[src/common/pcm_defs.svh]
`ifndef PCM_DEFS_SVH
`define PCM_DEFS_SVH
// register offsets
`define PCM_ADDR_PWR 7'h6B
`define PCM_ADDR_STBY 7'h6C
`define PCM_ADDR_PATH 7'h68
// reset values
`define PCM_PWR_RST 8'h00
`define PCM_STBY_RST 8'h00
// writable bits, reserved bit 4 of the power register masked
`define PCM_PWR_WMASK 8'hEF
// field positions
`define PCM_BIT_DEVRST 7
`define PCM_BIT_GYRO_CLR 2
`define PCM_BIT_ACCEL_CLR 1
`define PCM_BIT_TEMP_CLR 0
`define PCM_SPI_RD_BIT 7
// clock source codes
`define PCM_CLK_INT 3'h0
`define PCM_CLK_GX 3'h1
`define PCM_CLK_GZ 3'h3
`define PCM_CLK_RSV 3'h6
`define PCM_CLK_STOP 3'h7
// timing
`define PCM_CLK_MHZ 50
`define PCM_US_CYC (`PCM_CLK_MHZ)
`define PCM_RST_CYC 16
// wake periods in microseconds for 1.25, 5, 20 and 40 Hz
`define PCM_WAKE_US_0 800000
`define PCM_WAKE_US_1 200000
`define PCM_WAKE_US_2 50000
`define PCM_WAKE_US_3 25000
`endif

[src/common/pcm_pkg.sv]
package pcm_pkg;
   typedef struct packed {
      logic dev_reset;
      logic halt;
      logic cycle_wake;
      logic rsv;
      logic thermo_sensor_off;
      logic [2:0] timing_source_select;
   } pcm_pwr_type;

   typedef struct packed {
      logic [1:0] wake_rate_select;
      logic accel_x_standby;
      logic accel_y_standby;
      logic accel_z_standby;
      logic gyro_x_standby;
      logic gyro_y_standby;
      logic gyro_z_standby;
   } pcm_stby_type;

   typedef enum logic [1:0] {
      PCM_MODE_RUN,
      PCM_MODE_SLEEP,
      PCM_MODE_CYCLE
   } pcm_mode_type;
endpackage : pcm_pkg

[src/verilog/pcm_power_clock_manager.sv]
//Contract
//reset bit restores all registers to defaults
//reset bit clears itself when done
//halt bit puts device to sleep
//wake bit without halt samples periodically
//thermo off bit disables temperature sensor
//codes 0-3 select internal or gyro PLL
//codes 4,5 select external reference PLLs
//code 7 stops clock; 6 reserved
//internal oscillator after power up
//host should prefer gyro or external clock
//low power with gyros off allowed
//host SPI reset sequence with 100ms waits
//wake rate field sets 1.25..40 Hz
//host steps to enter accel-only mode
//accel-only mode powers down all else
//bits 5-3 put accel axes in standby
//bits 2-0 put gyro axes in standby
//standby of clock gyro forces internal oscillator
//path register bits clear gyro/accel/temp paths
//reserved bits ignore writes, read zero
`timescale 1ns/1ns
`include "pcm_defs.svh"
module pcm_power_clock_manager #(
   parameter int WAKE_US_0 = `PCM_WAKE_US_0,
   parameter int WAKE_US_1 = `PCM_WAKE_US_1,
   parameter int WAKE_US_2 = `PCM_WAKE_US_2,
   parameter int WAKE_US_3 = `PCM_WAKE_US_3
) (
   input wire logic sys_clk,
   input wire logic reset_n,
   input wire logic spi_sclk,
   input wire logic spi_cs_n,
   input wire logic spi_sdi,
   output logic spi_sdo,
   output logic spi_sdo_oe,
   output logic device_reset_busy,
   output logic sleep_active,
   output logic [2:0] accel_axis_on,
   output logic [2:0] gyro_axis_on,
   output logic thermo_sensor_on,
   output logic accel_sample,
   output logic [2:0] clock_source,
   output logic timing_gen_hold,
   output logic gyro_path_clear,
   output logic accel_path_clear,
   output logic temp_path_clear
);
   // pin synchronisers: stage a feeds stage b only
   logic [2:0] sync_a_r;
   logic [2:0] sync_b_r;
   logic sclk_prev_r;
   logic sclk_s, cs_n_s, sdi_s, sclk_rise, sclk_fall;

   always_ff @(posedge sys_clk or negedge reset_n) begin
      if (!reset_n) begin
         sync_a_r <= 3'h7;
         sync_b_r <= 3'h7;
         sclk_prev_r <= 1'b1;
      end else begin
         sync_a_r <= {spi_sclk, spi_cs_n, spi_sdi};
         sync_b_r <= sync_a_r;
         sclk_prev_r <= sync_b_r[2];
      end
   end

   always_comb begin
      sclk_s = sync_b_r[2];
      cs_n_s = sync_b_r[1];
      sdi_s = sync_b_r[0];
      sclk_rise = sclk_s && !sclk_prev_r;
      sclk_fall = !sclk_s && sclk_prev_r;
   end

   pcm_pkg::pcm_pwr_type pwr_r, pwr_nxt;
   pcm_pkg::pcm_stby_type stby_r, stby_nxt;
   logic [4:0] rst_cnt_r, rst_cnt_nxt;
   logic [2:0] bit_cnt_r, bit_cnt_nxt;
   logic data_ph_r, data_ph_nxt;
   logic rd_r, rd_nxt;
   logic [6:0] addr_r, addr_nxt;
   logic [7:0] shin_r, shin_nxt;
   logic [7:0] tx_r, tx_nxt;
   logic sdo_r, sdo_nxt, sdo_oe_r, sdo_oe_nxt;
   logic [2:0] clr_r, clr_nxt;
   logic [5:0] us_div_r, us_div_nxt;
   logic [19:0] wake_cnt_r, wake_cnt_nxt;
   logic sample_r, sample_nxt;
   // registered busy flag so the pin comes straight from a flop
   logic busy_r, busy_nxt;
   logic sleep_r, sleep_nxt, temp_on_r, temp_on_nxt, hold_r, hold_nxt;
   logic [2:0] a_on_r, a_on_nxt, g_on_r, g_on_nxt, src_r, src_nxt;
   pcm_pkg::pcm_mode_type mode;
   logic [7:0] byte_in, rd_data, rd_next;
   logic busy, us_tick;
   logic [19:0] wake_period;

   // read data for the current and the following address
   function automatic logic [7:0] reg_read(input logic [6:0] a,
         input pcm_pkg::pcm_pwr_type p, input pcm_pkg::pcm_stby_type s,
         input logic bsy);
      logic [7:0] v;
      v = 8'h00;
      if (a == `PCM_ADDR_PWR) begin
         v = p & `PCM_PWR_WMASK;
         v[`PCM_BIT_DEVRST] = bsy;
      end else if (a == `PCM_ADDR_STBY) begin
         v = s;
      end
      return v;
   endfunction : reg_read

   always_comb begin
      busy = (rst_cnt_r != 5'h00);
      byte_in = {shin_r[6:0], sdi_s};
      rd_data = reg_read(addr_r, pwr_r, stby_r, busy);
      rd_next = reg_read(addr_r + 7'h01, pwr_r, stby_r, busy);
      case (stby_r.wake_rate_select)
         2'h0: wake_period = 20'(WAKE_US_0);
         2'h1: wake_period = 20'(WAKE_US_1);
         2'h2: wake_period = 20'(WAKE_US_2);
         default: wake_period = 20'(WAKE_US_3);
      endcase
      if (pwr_r.halt) begin
         mode = pcm_pkg::PCM_MODE_SLEEP;
      end else if (pwr_r.cycle_wake) begin
         mode = pcm_pkg::PCM_MODE_CYCLE;
      end else begin
         mode = pcm_pkg::PCM_MODE_RUN;
      end
      us_tick = (us_div_r == 6'(`PCM_US_CYC - 1));
   end

   // serial port, register writes and device reset
   always_comb begin
      pwr_nxt = pwr_r;
      stby_nxt = stby_r;
      rst_cnt_nxt = busy ? rst_cnt_r - 5'h01 : rst_cnt_r;
      bit_cnt_nxt = bit_cnt_r;
      data_ph_nxt = data_ph_r;
      rd_nxt = rd_r;
      addr_nxt = addr_r;
      shin_nxt = shin_r;
      tx_nxt = tx_r;
      sdo_nxt = sdo_r;
      sdo_oe_nxt = 1'b0;
      clr_nxt = 3'h0;
      if (cs_n_s) begin
         bit_cnt_nxt = 3'h0;
         data_ph_nxt = 1'b0;
      end else begin
         sdo_oe_nxt = data_ph_r && rd_r;
         if (sclk_rise) begin
            shin_nxt = byte_in;
            bit_cnt_nxt = bit_cnt_r + 3'h1;
            if (bit_cnt_r == 3'h7) begin
               if (!data_ph_r) begin
                  rd_nxt = byte_in[`PCM_SPI_RD_BIT];
                  addr_nxt = byte_in[6:0];
                  data_ph_nxt = 1'b1;
                  tx_nxt = reg_read(byte_in[6:0], pwr_r, stby_r, busy);
                  sdo_nxt = tx_nxt[7];
               end else begin
                  // burst: next byte goes to the next address
                  addr_nxt = addr_r + 7'h01;
                  tx_nxt = rd_next;
                  sdo_nxt = rd_next[7];
                  // writes during an internal reset are dropped
                  if (!rd_r && !busy) begin
                     if (addr_r == `PCM_ADDR_PWR) begin
                        if (byte_in[`PCM_BIT_DEVRST]) begin
                           rst_cnt_nxt = 5'(`PCM_RST_CYC);
                        end else begin
                           pwr_nxt = byte_in & `PCM_PWR_WMASK;
                           // reserved code keeps the previous source
                           if (byte_in[2:0] == `PCM_CLK_RSV) begin
                              pwr_nxt.timing_source_select = pwr_r.timing_source_select;
                           end
                        end
                     end else if (addr_r == `PCM_ADDR_STBY) begin
                        stby_nxt = byte_in;
                     end else if (addr_r == `PCM_ADDR_PATH) begin
                        clr_nxt = byte_in[2:0];
                     end
                  end
               end
            end
         end
         if (sclk_fall && data_ph_r && bit_cnt_r != 3'h0) begin
            tx_nxt = {tx_r[6:0], 1'b0};
            sdo_nxt = tx_r[6];
         end
      end
      if (busy) begin
         pwr_nxt = `PCM_PWR_RST;
         stby_nxt = `PCM_STBY_RST;
      end
      // gyro that clocks the device goes to standby: back to internal oscillator
      if (pwr_nxt.timing_source_select >= `PCM_CLK_GX &&
            pwr_nxt.timing_source_select <= `PCM_CLK_GZ &&
            stby_nxt[3'h3 - pwr_nxt.timing_source_select]) begin
         pwr_nxt.timing_source_select = `PCM_CLK_INT;
      end
      busy_nxt = (rst_cnt_nxt != 5'h00);
   end

   // wake timer and power outputs
   always_comb begin
      us_div_nxt = us_tick ? 6'h00 : us_div_r + 6'h01;
      wake_cnt_nxt = wake_cnt_r;
      sample_nxt = 1'b0;
      if (mode != pcm_pkg::PCM_MODE_CYCLE) begin
         wake_cnt_nxt = 20'h00000;
      end else if (us_tick) begin
         if (wake_cnt_r >= wake_period - 20'h00001) begin
            wake_cnt_nxt = 20'h00000;
            sample_nxt = 1'b1;
         end else begin
            wake_cnt_nxt = wake_cnt_r + 20'h00001;
         end
      end
      sleep_nxt = (mode != pcm_pkg::PCM_MODE_RUN);
      a_on_nxt = 3'h0;
      g_on_nxt = 3'h0;
      temp_on_nxt = 1'b0;
      case (mode)
         pcm_pkg::PCM_MODE_RUN: begin
            a_on_nxt = ~{stby_r.accel_x_standby, stby_r.accel_y_standby,
                  stby_r.accel_z_standby};
            g_on_nxt = ~{stby_r.gyro_x_standby, stby_r.gyro_y_standby,
                  stby_r.gyro_z_standby};
            temp_on_nxt = !pwr_r.thermo_sensor_off;
         end
         pcm_pkg::PCM_MODE_CYCLE: begin
            // only the accelerometer wakes, for one sample
            a_on_nxt = {3{sample_nxt}} & ~{stby_r.accel_x_standby,
                  stby_r.accel_y_standby, stby_r.accel_z_standby};
         end
         default: begin
         end
      endcase
      src_nxt = pwr_r.timing_source_select;
      hold_nxt = (pwr_r.timing_source_select == `PCM_CLK_STOP);
   end

   always_ff @(posedge sys_clk or negedge reset_n) begin
      if (!reset_n) begin
         pwr_r <= `PCM_PWR_RST;
         stby_r <= `PCM_STBY_RST;
         rst_cnt_r <= 5'h00;
         bit_cnt_r <= 3'h0;
         data_ph_r <= 1'b0;
         rd_r <= 1'b0;
         addr_r <= 7'h00;
         shin_r <= 8'h00;
         tx_r <= 8'h00;
         sdo_r <= 1'b0;
         sdo_oe_r <= 1'b0;
         clr_r <= 3'h0;
         us_div_r <= 6'h00;
         wake_cnt_r <= 20'h00000;
         sample_r <= 1'b0;
         busy_r <= 1'b0;
         sleep_r <= 1'b0;
         temp_on_r <= 1'b0;
         hold_r <= 1'b0;
         a_on_r <= 3'h0;
         g_on_r <= 3'h0;
         src_r <= 3'h0;
      end else begin
         pwr_r <= pwr_nxt;
         stby_r <= stby_nxt;
         rst_cnt_r <= rst_cnt_nxt;
         bit_cnt_r <= bit_cnt_nxt;
         data_ph_r <= data_ph_nxt;
         rd_r <= rd_nxt;
         addr_r <= addr_nxt;
         shin_r <= shin_nxt;
         tx_r <= tx_nxt;
         sdo_r <= sdo_nxt;
         sdo_oe_r <= sdo_oe_nxt;
         clr_r <= clr_nxt;
         us_div_r <= us_div_nxt;
         wake_cnt_r <= wake_cnt_nxt;
         sample_r <= sample_nxt;
         busy_r <= busy_nxt;
         sleep_r <= sleep_nxt;
         temp_on_r <= temp_on_nxt;
         hold_r <= hold_nxt;
         a_on_r <= a_on_nxt;
         g_on_r <= g_on_nxt;
         src_r <= src_nxt;
      end
   end

   always_comb begin
      spi_sdo = sdo_r;
      spi_sdo_oe = sdo_oe_r;
      device_reset_busy = busy_r;
      sleep_active = sleep_r;
      accel_axis_on = a_on_r;
      gyro_axis_on = g_on_r;
      thermo_sensor_on = temp_on_r;
      accel_sample = sample_r;
      clock_source = src_r;
      timing_gen_hold = hold_r;
      gyro_path_clear = clr_r[`PCM_BIT_GYRO_CLR];
      accel_path_clear = clr_r[`PCM_BIT_ACCEL_CLR];
      temp_path_clear = clr_r[`PCM_BIT_TEMP_CLR];
   end
endmodule : pcm_power_clock_manager

[config.mk]
export PLATFORM = sky130hd
export DESIGN_NAME = pcm_power_clock_manager
export DESIGN_NICKNAME = d
export VERILOG_FILES = /design/src/common/pcm_pkg.sv /design/src/verilog/pcm_power_clock_manager.sv
export VERILOG_INCLUDE_DIRS = /design/src /design/src/common
export SDC_FILE = /design/constraint.sdc
export NUM_CORES = 1
export LEC_CHECK = 0
export BUFFER_PORTS_ARGS = -buffer_cell sky130_fd_sc_hd__buf_2
export CORE_MARGIN = 2
export CORE_UTILIZATION = 40
export CTS_BUF_LIST = sky130_fd_sc_hd__clkbuf_4
export CTS_CLUSTER_SIZE = 10
export DETAILED_ROUTE_END_ITERATION = 8
export GPL_TIMING_DRIVEN = 0
export SYNTH_ARGS = -nofsm -noshare
export SYNTH_HDL_FRONTEND = slang
export SYNTH_SLANG_ARGS = --single-unit
export TNS_END_PERCENT = 5
[constraint.sdc]
create_clock -name sys_clk -period 4.6 [get_ports sys_clk]
set_clock_uncertainty 0.1 [all_clocks]
set_input_delay 1.38 -clock sys_clk [delete_from_list [all_inputs] [get_ports sys_clk]]
set_output_delay 1.38 -clock sys_clk [all_outputs]
set_load 0.01 [all_outputs]
==> flow_summary_export.csv, run 1 <==
group,metric,value,unit
run_status,run_status,"completed",
worst_hold_path,min_to,"sync_b_r[1]$_DFF_PN1_",
layout,nets,588,
timing,rsz0062_at_grt,"false",
clock_network,clock_sink_count,97,
placed_design,count_of_port_buffers_added_during_placement,23,
setup_path,cp_cell_sequence,"inv_1 > ha_1 > inv_1 > ha_1 > ha_1 > a21o_1 > a211o_1 > a211o_1 > a211oi_2 > buf_2 > buf_2 > nand2_1 > a31oi_1",
synthesis,synth_seq_area_share,47.01,%
power_and_ir_drop,power_per_cell_area,271.0,nW/µm²
clock_network,cts-htree-levels,3,
synthesis,cell_count_after_synthesis,513,
layout,regArea,2436,µm²
setup_path,path_class,"flop to flop",
routing,initial_detailed_routing_violation_count,324,
timing,fin_hold_ws,265.9,ps
die,placement_rows,41,
synthesis,syn_area,5182,µm²
setup_path,r2r_start,"stby_r[6]$_DFF_PN0_",
routing,route.detailed.wl_per_inst,15.56,µm
die,total_die_area,13880,µm²
setup_path,cp-start-kind,"flop",
placed_design,dp_worst_setup_slack,1040,ps
timing,final-max-slew-violation-count,0,
setup_path,cp_data_arrival_time,3910,ps
routing,postRouteAntennaNets,0,
power_and_ir_drop,swShare,25.64,%
grt,grt_use_met1,25.37,%
power_and_ir_drop,power_leakage,2.627,nW
synthesis,yosys_register_bits,97,
power_and_ir_drop,report.power.total,0.001548,W
layout,nFillCells,1217,
grt,gr-usage-met2,24.20,%
setup_path,critical_path.top_delay_family,"compound AO/OA/AOI/OAI gates",
timing,finalWorstSetupSlack,1003,ps
setup_path,ff2ff_path_depth,13,
layout,post-route-util,45.27,%
clock_network,clkSlewWorstSetupHoldPaths,160,ps
timing,layout_min_cycle_time,3597,ps
layout,multi_input_comb_area,2561,µm²
clock_network,cts.repair_timing.setup_buffer_count,0,
power_and_ir_drop,clock_power_share,34.4,%
synthesis,post_synth_num_cell_types,62,
setup_path,critical_path.endpoint_type,"flop",
run,number_of_max_capacitance_violations_reported,0,
die,io-pin-count,24,
setup_path,ff_to_ff_end,"wake_cnt_r[11]$_DFFE_PN0P_",
setup_path,timing.critical_path.slowest_cell_delay,490,ps
timing,hold_viol_final,0,
grt,use_met3,3.004,%
grt,largest_net_degree_at_the_start_of_global_routing,51,
power_and_ir_drop,net-switching-power,0.0003970,W
layout,synthToLayoutAreaGrowth,10.24,%
timing,min_period_over_period,78.20,%
routing,drt-total-wl,11290,µm
grt,globalRoute.busiestLayer,"met1",
power_and_ir_drop,power_frac_comb,5.6,%
worst_hold_path,hold_path_depth,0,
clock_network,clock_tree_root_buffer_cell,"sky130_fd_sc_hd__clkbuf_4",
setup_path,worst-path-max-fanout,10,
power_and_ir_drop,ir_drop,0.1731,mV
clock_network,cts_inserted_buffers,9,
clock_network,hold_buffers,0,
setup_path,worst_path_most_repeated_cell,"sky130_fd_sc_hd__ha_1",
grt,antenna_found_initial,1,
setup_path,buf_inv_on_cp,4,
synthesis,asyncSetResetFlopFracSynth,100.0,%
timing,tightestPinTransition,996.6,ps
timing,final-setup-viol-count,0,
timing,slew_headroom,33.05,%
placed_design,place_hpwl,7975,µm
setup_path,regToRegSetupSlack,1000,ps
worst_hold_path,hold_start,"sync_a_r[1]$_DFF_PN1_",
die,start_util,41.07,%
clock_network,tritoncts_clock_tree,"yes",
placed_design,routabilityCongestion,0.8723,
power_and_ir_drop,p_int,0.001151,W
clock_network,postcts_resize_cnt,0,
synthesis,netlist.top_cell.by_area,"sky130_fd_sc_hd__dfrtp_1",
grt,overflow,0,
routing,drtPass1Iterations,5,
routing,routed-via-count,3998,
setup_path,required,4910,ps
grt,track_usage,17.13,%
timing,tns_setup,0,ps
layout,final_layout_size_suffix_gt1_share,13.74,%
setup_path,critPathSlowestCell,"sky130_fd_sc_hd__dfrtp_1",
die,die_width,117.8,µm
clock_network,clkLatencyLatePin,480,ps
synthesis,yosys_warnings,0,
synthesis,syn-mean-instance-area,10.10,µm²
grt,via_count_of_the_first_global_routing_pass,3839,
timing,achievable-frequency,278.0,MHz
synthesis,number_of_enable_type_register_cells_in_the_synthesized_netlist,0,
routing,vias_per_cell,5.507,
synthesis,synth_area_leaders,"sky130_fd_sc_hd__dfrtp_1 (43%), sky130_fd_sc_hd__ha_1 (8.5%), sky130_fd_sc_hd__dfstp_2 (3.5%), sky130_fd_sc_hd__nor2_1 (3.5%), sky130_fd_sc_hd__mux2i_1 (3.1%)",
die,floorplan.core_area,12620,µm²
grt,grt_first_pass_wirelength,19270,µm
worst_hold_path,min_path_type,"flop to flop",
synthesis,area_share_of_the_largest_cell_type_after_synthesis,43.46,%
synthesis,synth.net_count,553,
routing,drt_drc_violations_left,0,
die,dieHeight,117.8,µm
clock_network,clock_path_buffers,2,
synthesis,synthFlopType,"sky130_fd_sc_hd__dfrtp_1",
power_and_ir_drop,power.share.sequential,59.9,%
## power by group through the flow
stage / clock [W] / combinational (W) / sequential (W)
finish: 0.000533 / 0.0000870 / 0.000928
global placement: 0 / 0.0000843 / 0.000944
floorplan: 0 / 0.0000549 / 0.000923
detailed placement: 0 / 0.0000898 / 0.000945
CTS: 0.000554 / 0.0000897 / 0.000929
global route: 0.000593 / 0.0000999 / 0.000935
## placed cells by master (no fill, tap or decap), types with 10 or more instances in the layout
cell type	instances
sky130_fd_sc_hd__a22oi_1	14
sky130_fd_sc_hd__buf_2	26
sky130_fd_sc_hd__and3_1	10
sky130_fd_sc_hd__mux2i_1	16
sky130_fd_sc_hd__nand3_1	21
sky130_fd_sc_hd__dfrtp_1	90
sky130_fd_sc_hd__nor3_1	12
sky130_fd_sc_hd__clkbuf_4	10
sky130_fd_sc_hd__clkbuf_1	15
sky130_fd_sc_hd__ha_1	35
sky130_fd_sc_hd__o21ai_0	24
sky130_fd_sc_hd__a31oi_1	15
sky130_fd_sc_hd__nand2_1	40
sky130_fd_sc_hd__a21oi_1	24
sky130_fd_sc_hd__mux2_2	11
sky130_fd_sc_hd__nor2_1	48
sky130_fd_sc_hd__inv_1	23
## registers in the layout, indices dropped and copies added, names as in the netlist, 3 cells and up
name           flops
accel_axis_on      3
addr_r             7
bit_cnt_r          3
clock_source       3
clr_r              3
gyro_axis_on       3
pwr_r              3
rst_cnt_r          5
shin_r             7
src_nxt            3
stby_r             8
sync_a_r           3
sync_b_r           3
tx_r               7
us_div_r           6
wake_cnt_r        20
## worst max-delay path by stage
stage | slack (ps) | cells past startpoint | from | end
3_3_place_gp | 1070 | 13 | stby_r[6]$_DFF_PN0_ | wake_cnt_r[8]$_DFFE_PN0P_
6_report | 1000 | 13 | stby_r[6]$_DFF_PN0_ | wake_cnt_r[11]$_DFFE_PN0P_
2_1_floorplan | 1530 | 13 | stby_r[6]$_DFF_PN0_ | wake_cnt_r[11]$_DFFE_PN0P_
5_1_grt | 750 | 13 | stby_r[6]$_DFF_PN0_ | wake_cnt_r[8]$_DFFE_PN0P_
3_5_place_dp | 1040 | 13 | stby_r[6]$_DFF_PN0_ | wake_cnt_r[11]$_DFFE_PN0P_
4_1_cts | 1000 | 13 | stby_r[6]$_DFF_PN0_ | wake_cnt_r[11]$_DFFE_PN0P_
## metrics by stage
step | cells | cell area, µm²
after detailed placement | 709 | 5543
after floorplan | 513 | 5182
final | 726 | 5713
after global routing | 726 | 5713
after global placement | 708 | 5513
after CTS | 725 | 5710
## final cells by class
class | count | share of cell area [%]
diodes | 1 | 0.04380
plain buffers | 22 | 1.730
clock buffers | 10 | 1.314
clock inverters | 6 | 1.621
inverters | 23 | 1.511
multi-input cells | 371 | 44.83
flip-flops and latches | 97 | 42.64
well taps | 172 | 3.767
repair buffers | 24 | 2.541
## layer usage
metal / routed length, µm / vias to the layer above
met1: 5638 / 1956
met4: 218 / 0
met2: 4928 / 90
li1: - / 1939
met3: 508 / 13
met5: 0 / -
## cell families (layout without fill, tap and decap cells)
kind of cell,count (synthesis),in the layout,share of synthesized area [%]
xor gates and xnor gates,10,10,1.690
AOI/OAI and AO/OA,119,119,15.36
buffers and inverters,45,85,3.573
adders and majority gates,35,35,8.450
DFF,97,97,47.01
and+or+nand+nor,180,180,18.44
muxes,27,27,5.480
other,0,1,0
## Yosys cell counts (all sizes together) (11+ instances only)
library cell / instances
a21oi: 24
a22oi: 14
a31oi: 15
clkbuf: 15
dfrtp: 90
ha: 35
inv: 23
mux2: 11
mux2i: 16
nand2: 41
nand3: 21
nor2: 48
nor3: 12
o21ai: 24
No activity file was read; power rests on OpenSTA's default activity.
==> run 2: changes to the inputs <==
--- a/config.mk
+++ b/config.mk
@@ -6,6 +6,7 @@
 export SDC_FILE = /design/constraint.sdc
 export NUM_CORES = 1
 export LEC_CHECK = 0
+export ABC_AREA = 1
 export BUFFER_PORTS_ARGS = -buffer_cell sky130_fd_sc_hd__buf_2
 export CORE_MARGIN = 2
 export CORE_UTILIZATION = 40
==> constraint.sdc (replaced) <==
create_clock -name sys_clk -period 2.9 [get_ports sys_clk]
set_clock_uncertainty 0.1 [all_clocks]
set_input_delay 0.87 -clock sys_clk [delete_from_list [all_inputs] [get_ports sys_clk]]
set_output_delay 0.87 -clock sys_clk [all_outputs]
set_load 0.01 [all_outputs]
==> run 2 against run 1 <==
Net effect: clock power is 40% higher; first-iteration DRC count is 35% lower; global-route usage is 1.1 points higher; utilization is 0.84 points lower; worst hold slack worse by 88 ps; critical path depth stayed put; total power is 46% higher; critical endpoint is now wake_cnt_r[3]$_DFFE_PN0P_.
==> flow_summary_export.csv, run 2 <==
group,metric,value,unit
run_status,run_status,"completed",
grt,grt_first_pass_wirelength,20560,µm
layout,nets,714,
setup_path,cp-start-kind,"flop",
placed_design,count_of_port_buffers_added_during_placement,23,
grt,largest_net_degree_at_the_start_of_global_routing,73,
clock_network,cts_inserted_buffers,9,
synthesis,synth.net_count,679,
synthesis,netlist.top_cell.by_area,"sky130_fd_sc_hd__dfrtp_1",
layout,largest_register_ffs,20,
synthesis,synth_area_leaders,"sky130_fd_sc_hd__dfrtp_1 (43%), sky130_fd_sc_hd__ha_1 (8.3%), sky130_fd_sc_hd__nand2_1 (8.1%), sky130_fd_sc_hd__inv_1 (6.0%), sky130_fd_sc_hd__nor2_1 (4.7%)",
clock_network,clock_sink_count,97,
placed_design,place_hpwl,9136,µm
power_and_ir_drop,power_leakage,2.784,nW
routing,drt-total-wl,12230,µm
clock_network,clock_tree_root_buffer_cell,"sky130_fd_sc_hd__clkbuf_4",
layout,post-route-util,44.43,%
timing,rsz0062_at_grt,"false",
clock_network,hold_buffers,0,
setup_path,path_class,"flop to flop",
grt,antenna_found_initial,1,
run,number_of_max_capacitance_violations_reported,0,
layout,largest_register,"wake_cnt_r",
grt,via_count_of_the_first_global_routing_pass,4147,
synthesis,post_synth_num_cell_types,35,
layout,top_library_cells_by_usage_in_the_layout_fill_and_taps_aside,"sky130_fd_sc_hd__nand2_1 (114), sky130_fd_sc_hd__dfrtp_1 (90), sky130_fd_sc_hd__inv_1 (84), sky130_fd_sc_hd__nor2_1 (67), sky130_fd_sc_hd__o21ai_0 (50)",
setup_path,cp_data_arrival_time,2930,ps
die,placement_rows,42,
clock_network,tritoncts_clock_tree,"yes",
synthesis,syn_area,5298,µm²
layout,most_frequent_standard_cell_in_the_layout_excluding_fill_and_tap_cells,"sky130_fd_sc_hd__nand2_1",
synthesis,synth.most_common_cell,"sky130_fd_sc_hd__nand2_1",
routing,drt_drc_violations_left,0,
setup_path,cp_cell_sequence,"inv_1 > ha_1 > inv_1 > ha_1 > ha_1 > nand2_1 > inv_1 > nand3_1 > nor2_1 > nand4_1 > nand4_1 > clkbuf_4 > o22ai_1",
timing,tightestPinTransition,624.0,ps
die,total_die_area,14180,µm²
synthesis,synth_top_cells_by_count,"sky130_fd_sc_hd__nand2_1 (114), sky130_fd_sc_hd__dfrtp_1 (90), sky130_fd_sc_hd__inv_1 (84)",
layout,final_layout_size_suffix_gt1_share,10.60,%
timing,layout_min_cycle_time,2676,ps
clock_network,clkSlewWorstSetupHoldPaths,150,ps
grt,overflow,0,
timing,final-max-slew-violation-count,0,
setup_path,critical_path.endpoint_type,"flop",
clock_network,cts-htree-levels,3,
layout,regArea,2436,µm²
synthesis,number_of_enable_type_register_cells_in_the_synthesized_netlist,0,
synthesis,area_share_of_the_largest_cell_type_after_synthesis,42.51,%
die,start_util,40.49,%
placed_design,routabilityCongestion,0.8994,
setup_path,critPathSlowestCell,"sky130_fd_sc_hd__dfrtp_1",
die,die_width,119.1,µm
timing,min_period_over_period,92.29,%
clock_network,cts.repair_timing.setup_buffer_count,0,
synthesis,yosys_register_bits,97,
layout,reg_top3,"wake_cnt_r (20), stby_r (8)",
die,io-pin-count,24,
grt,track_usage,18.25,%
routing,route.detailed.wl_per_inst,14.27,µm
timing,slew_headroom,58.24,%
die,dieHeight,119.1,µm
routing,routed-via-count,4426,
power_and_ir_drop,ir_drop,0.2778,mV
timing,fin_hold_ws,178.2,ps
synthesis,yosys_warnings,0,
synthesis,synthFlopType,"sky130_fd_sc_hd__dfrtp_1",
routing,vias_per_cell,5.165,
power_and_ir_drop,power_per_cell_area,388.6,nW/µm²
synthesis,synth_seq_area_share,45.98,%
die,floorplan.core_area,13090,µm²
setup_path,worst-path-max-fanout,10,
layout,multi_input_comb_area,2476,µm²
routing,postRouteAntennaNets,0,
worst_hold_path,min_path_type,"input pin to asynchronous set/reset pin",
setup_path,timing.critical_path.slowest_cell_delay,470,ps
clock_network,clkLatencyLatePin,490,ps
synthesis,asyncSetResetFlopFracSynth,100.0,%
clock_network,clock_path_buffers,2,
timing,hold_viol_final,0,
synthesis,syn-mean-instance-area,8.290,µm²
layout,synthToLayoutAreaGrowth,9.754,%
setup_path,required,3160,ps
timing,achievable-frequency,373.6,MHz
routing,initial_detailed_routing_violation_count,209,
routing,drtPass1Iterations,5,
timing,final-setup-viol-count,0,
synthesis,cell_count_after_synthesis,639,
layout,nFillCells,1261,
run 2: critical path, delay by kind of cell, from the launching register on:
| kind | cells | cell delay, ps |
|---|---|---|
| adders and majority gates | 3 | 710 |
| and+or+nand+nor | 5 | 610 |
| buffers and inverters | 4 | 570 |
| DFF | 1 | 470 |
| AOI/OAI and AO/OA | 1 | 90 |
run 2: power breakdown:
part	internal (W)	leakage, nW	switching, W
logic	0.0000231	1.44	0.0000650
clock network	0.000261	0.0696	0.000486
registers	0.00138	1.27	0.0000402
run 2: final timing paths:
path | endpoint | slack, ps | startpoint | cells after the start
max | wake_cnt_r[3]$_DFFE_PN0P_ | 220 | stby_r[6]$_DFF_PN0_ | 13
min | wake_cnt_r[4]$_DFFE_PN0P_ | 180 | reset_n | 1
max reg2reg | wake_cnt_r[3]$_DFFE_PN0P_ | 220 | stby_r[6]$_DFF_PN0_ | 13
min reg2reg | sync_b_r[0]$_DFF_PN1_ | 270 | sync_a_r[0]$_DFF_PN1_ | 0
max in group asynchronous | sclk_prev_r$_DFF_PN1_ | 1810 | reset_n | 2
min in group sys_clk | sync_b_r[0]$_DFF_PN1_ | 270 | sync_a_r[0]$_DFF_PN1_ | 0
run 2: routing by layer:
layer	track usage, %	part of all wire (%)	up-vias
met5	0	0	-
met4	6.845	2.0	0
met3	3.496	3.6	21
met2	27.84	46	74
met1	25.78	49	2148
li1	-	-	2183
run 2: repair_timing:
item                                    4_1_cts  5_1_grt
gates resized for setup                       0        2
endpoints found under the setup margin        0        3
hold endpoints to repair                      0        0
run 2: area by class of cell:
cell class | count | share of cell area [%]
multi-input combinational | 439 | 42.59
buffer | 8 | 0.6025
timing repair buffer | 24 | 2.496
antenna | 2 | 0.08608
clock inverter | 7 | 1.227
sequential | 97 | 41.90
clock buffer | 9 | 1.162
inverter | 95 | 6.155
tap | 176 | 3.787
run 2: logic make-up after synthesis:
| family | share of synthesized area [%] |
|---|---|
| DFF | 45.98 |
| buffers and inverters | 7.369 |
| AOI/OAI and AO/OA | 11.83 |
| and+or+nand+nor | 23.41 |
| adders and majority gates | 8.266 |
| xor gates and xnor gates | 3.141 |
run 2: per-stage QoR:
stage	total power, W	instance area [µm²]	instances	TNS, ps	setup WS (ps)
detailed placement	0.001540	5663	839	0	208.2
global placement	0.001530	5633	838	-12010	-140.0
finish	0.002259	5814	857	0	223.6
floorplan	0.001476	5298	639	0	631.8
CTS	0.002292	5802	855	0	180.3
global route	0.002364	5812	856	0	0.7732
==> run 3: changes to the inputs <==
--- a/config.mk
+++ b/config.mk
@@ -14,6 +14,7 @@
 export CTS_CLUSTER_SIZE = 10
 export DETAILED_ROUTE_END_ITERATION = 8
 export GPL_TIMING_DRIVEN = 0
+export PLACE_DENSITY = 0.62
 export SYNTH_ARGS = -nofsm -noshare
 export SYNTH_HDL_FRONTEND = slang
 export SYNTH_SLANG_ARGS = --single-unit
==> run 3 against run 2 <==
Net effect: worst hold slack improved by 88 ps; non-clock buffer count did not move; routed wire length fell by 1.1%; sequential power barely moved; final area barely moved; clock-buffer cell count rose by 1; total power fell by 1.0%; critical endpoint is now wake_cnt_r[13]$_DFFE_PN0P_; clock power fell by 3.3%; combinational power fell by 0.6%; die area did not move.
==> flow_summary_export.csv, run 3 (same netlist as run 2, synthesis figures left out) <==
group,metric,value,unit
setup_path,cp_data_arrival_time,2910,ps
worst_hold_path,min_path_type,"flop to flop",
setup_path,path_class,"flop to flop",
routing,postRouteAntennaNets,0,
die,dieHeight,119.1,µm
die,placement_rows,42,
timing,final-max-slew-violation-count,0,
clock_network,postcts_resize_cnt,0,
timing,slew_headroom,58.60,%
setup_path,cp_cell_sequence,"inv_1 > ha_1 > inv_1 > ha_1 > ha_1 > nand2_1 > inv_1 > nand3_1 > nor2_1 > nand4_1 > nand4_1 > clkbuf_4 > o22ai_1",
layout,top_library_cells_by_usage_in_the_layout_fill_and_taps_aside,"sky130_fd_sc_hd__nand2_1 (114), sky130_fd_sc_hd__dfrtp_1 (90), sky130_fd_sc_hd__inv_1 (84), sky130_fd_sc_hd__nor2_1 (66), sky130_fd_sc_hd__o21ai_0 (50)",
run,number_of_max_capacitance_violations_reported,0,
setup_path,required,3150,ps
routing,initial_detailed_routing_violation_count,305,
setup_path,ff2ff_path_depth,13,
die,total_die_area,14180,µm²
routing,drt_drc_violations_left,0,
grt,largest_net_degree_at_the_start_of_global_routing,52,
layout,regArea,2436,µm²
die,die_width,119.1,µm
layout,multi_input_comb_area,2479,µm²
power_and_ir_drop,power_per_cell_area,384.8,nW/µm²
layout,nFillCells,1300,
grt,via_count_of_the_first_global_routing_pass,4261,
clock_network,tritoncts_clock_tree,"yes",
power_and_ir_drop,ir_drop,0.2296,mV
setup_path,cp-start-kind,"flop",
setup_path,timing.critical_path.slowest_cell_delay,470,ps
clock_network,clkSlewWorstSetupHoldPaths,140,ps
timing,tns_setup,0,ps
die,floorplan.core_area,13090,µm²
timing,achievable-frequency,377.1,MHz
run_status,run_status,"completed",
power_and_ir_drop,report.power.total,0.002236,W
routing,vias_per_cell,5.160,
clock_network,clock_tree_root_buffer_cell,"sky130_fd_sc_hd__clkbuf_4",
layout,synthToLayoutAreaGrowth,9.660,%
timing,layout_min_cycle_time,2652,ps
clock_network,hold_buffers,0,
grt,grt_first_pass_wirelength,20760,µm
grt,antenna_found_initial,1,
placed_design,placed_instances,839,
clock_network,cts.repair_timing.setup_buffer_count,0,
layout,largest_register,"wake_cnt_r",
setup_path,worst-path-max-fanout,10,
timing,final-setup-viol-count,0,
worst_hold_path,hold_path_depth,0,
setup_path,critPathSlowestCell,"sky130_fd_sc_hd__dfrtp_1",
clock_network,clock_sink_count,97,
routing,drtPass1Iterations,5,
layout,largest_register_ffs,20,
timing,hold_viol_final,0,
routing,route.detailed.wl_per_inst,14.13,µm
routing,routed-via-count,4417,
timing,tightestPinTransition,618.8,ps
clock_network,clock_path_buffers,2,
timing,min_period_over_period,91.45,%
power_and_ir_drop,power_leakage,2.786,nW
placed_design,place_hpwl,9145,µm
placed_design,count_of_port_buffers_added_during_placement,23,
clock_network,cts_inserted_buffers,9,
die,start_util,40.49,%
layout,reg_top3,"wake_cnt_r (20), stby_r (8)",
grt,overflow,0,
clock_network,cts-htree-levels,3,
layout,final_layout_size_suffix_gt1_share,10.60,%
placed_design,routabilityCongestion,0.8900,
routing,drt-total-wl,12100,µm
grt,track_usage,18.25,%
layout,most_frequent_standard_cell_in_the_layout_excluding_fill_and_tap_cells,"sky130_fd_sc_hd__nand2_1",
die,io-pin-count,24,
setup_path,critical_path.endpoint_type,"flop",
layout,finish.cell_count_without_fillers,856,
clock_network,clkLatencyLatePin,490,ps
layout,nets,714,
[run 3: final timing paths]
check / start / end / slack (ps)
setup / recovery: stby_r[6]$_DFF_PN0_ / wake_cnt_r[13]$_DFFE_PN0P_ / 250
hold / removal: sync_a_r[2]$_DFF_PN1_ / sync_b_r[2]$_DFF_PN1_ / 270
setup reg to reg: stby_r[6]$_DFF_PN0_ / wake_cnt_r[13]$_DFFE_PN0P_ / 250
hold reg to reg: sync_a_r[2]$_DFF_PN1_ / sync_b_r[2]$_DFF_PN1_ / 270
max in group asynchronous: reset_n / sync_b_r[2]$_DFF_PN1_ / 1700
min in group asynchronous: reset_n / wake_cnt_r[2]$_DFFE_PN0P_ / 280
[run 3: worst max-delay path: cells and delay by family, from the launching register on]
kind,cells,cell delay (ps)
AOI/OAI and AO/OA,1,100
DFF,1,470
and+or+nand+nor,5,610
adders and majority gates,3,700
buffers and inverters,4,560
[run 3: routing by layer]
layer	vias to the layer above	global-route usage (%)	share of wire, %
met3	22	3.736	4.1
met1	2111	25.54	49
met2	95	27.37	45
li1	2189	-	-
met4	0	7.961	2.5
met5	-	0	0
[run 3: cell type report]
cell class	instances	share of cell area, %
clock inverters	6	1.012
inverters	95	6.160
well taps	176	3.791
repair buffers	24	2.498
flip-flops and latches	97	41.93
plain buffers	8	0.6031
multi-input cells	439	42.67
diodes	1	0.04308
clock buffers	10	1.292
[run 3: report_power, final]
part | total, W | internal, W | switching, W | leakage, nW
Combinational | 0.0000876 | 0.0000230 | 0.0000645 | 1.44
Clock | 0.000722 | 0.000267 | 0.000456 | 0.0715
Sequential | 0.00143 | 0.00138 | 0.0000416 | 1.27
[run 3: metrics by stage]
stage	hold slack, ps	setup slack (ps)	instance area [µm²]	utilization (%)
4_1_cts	266.2	184.5	5797	44.30
2_1_floorplan	245.2	631.8	5298	-
5_1_grt	270.8	-5.244	5809	44.40
3_3_place_gp	245.7	-89.97	5633	43.05
3_5_place_dp	247.0	211.3	5663	43.28
6_report	265.9	248.0	5809	44.40
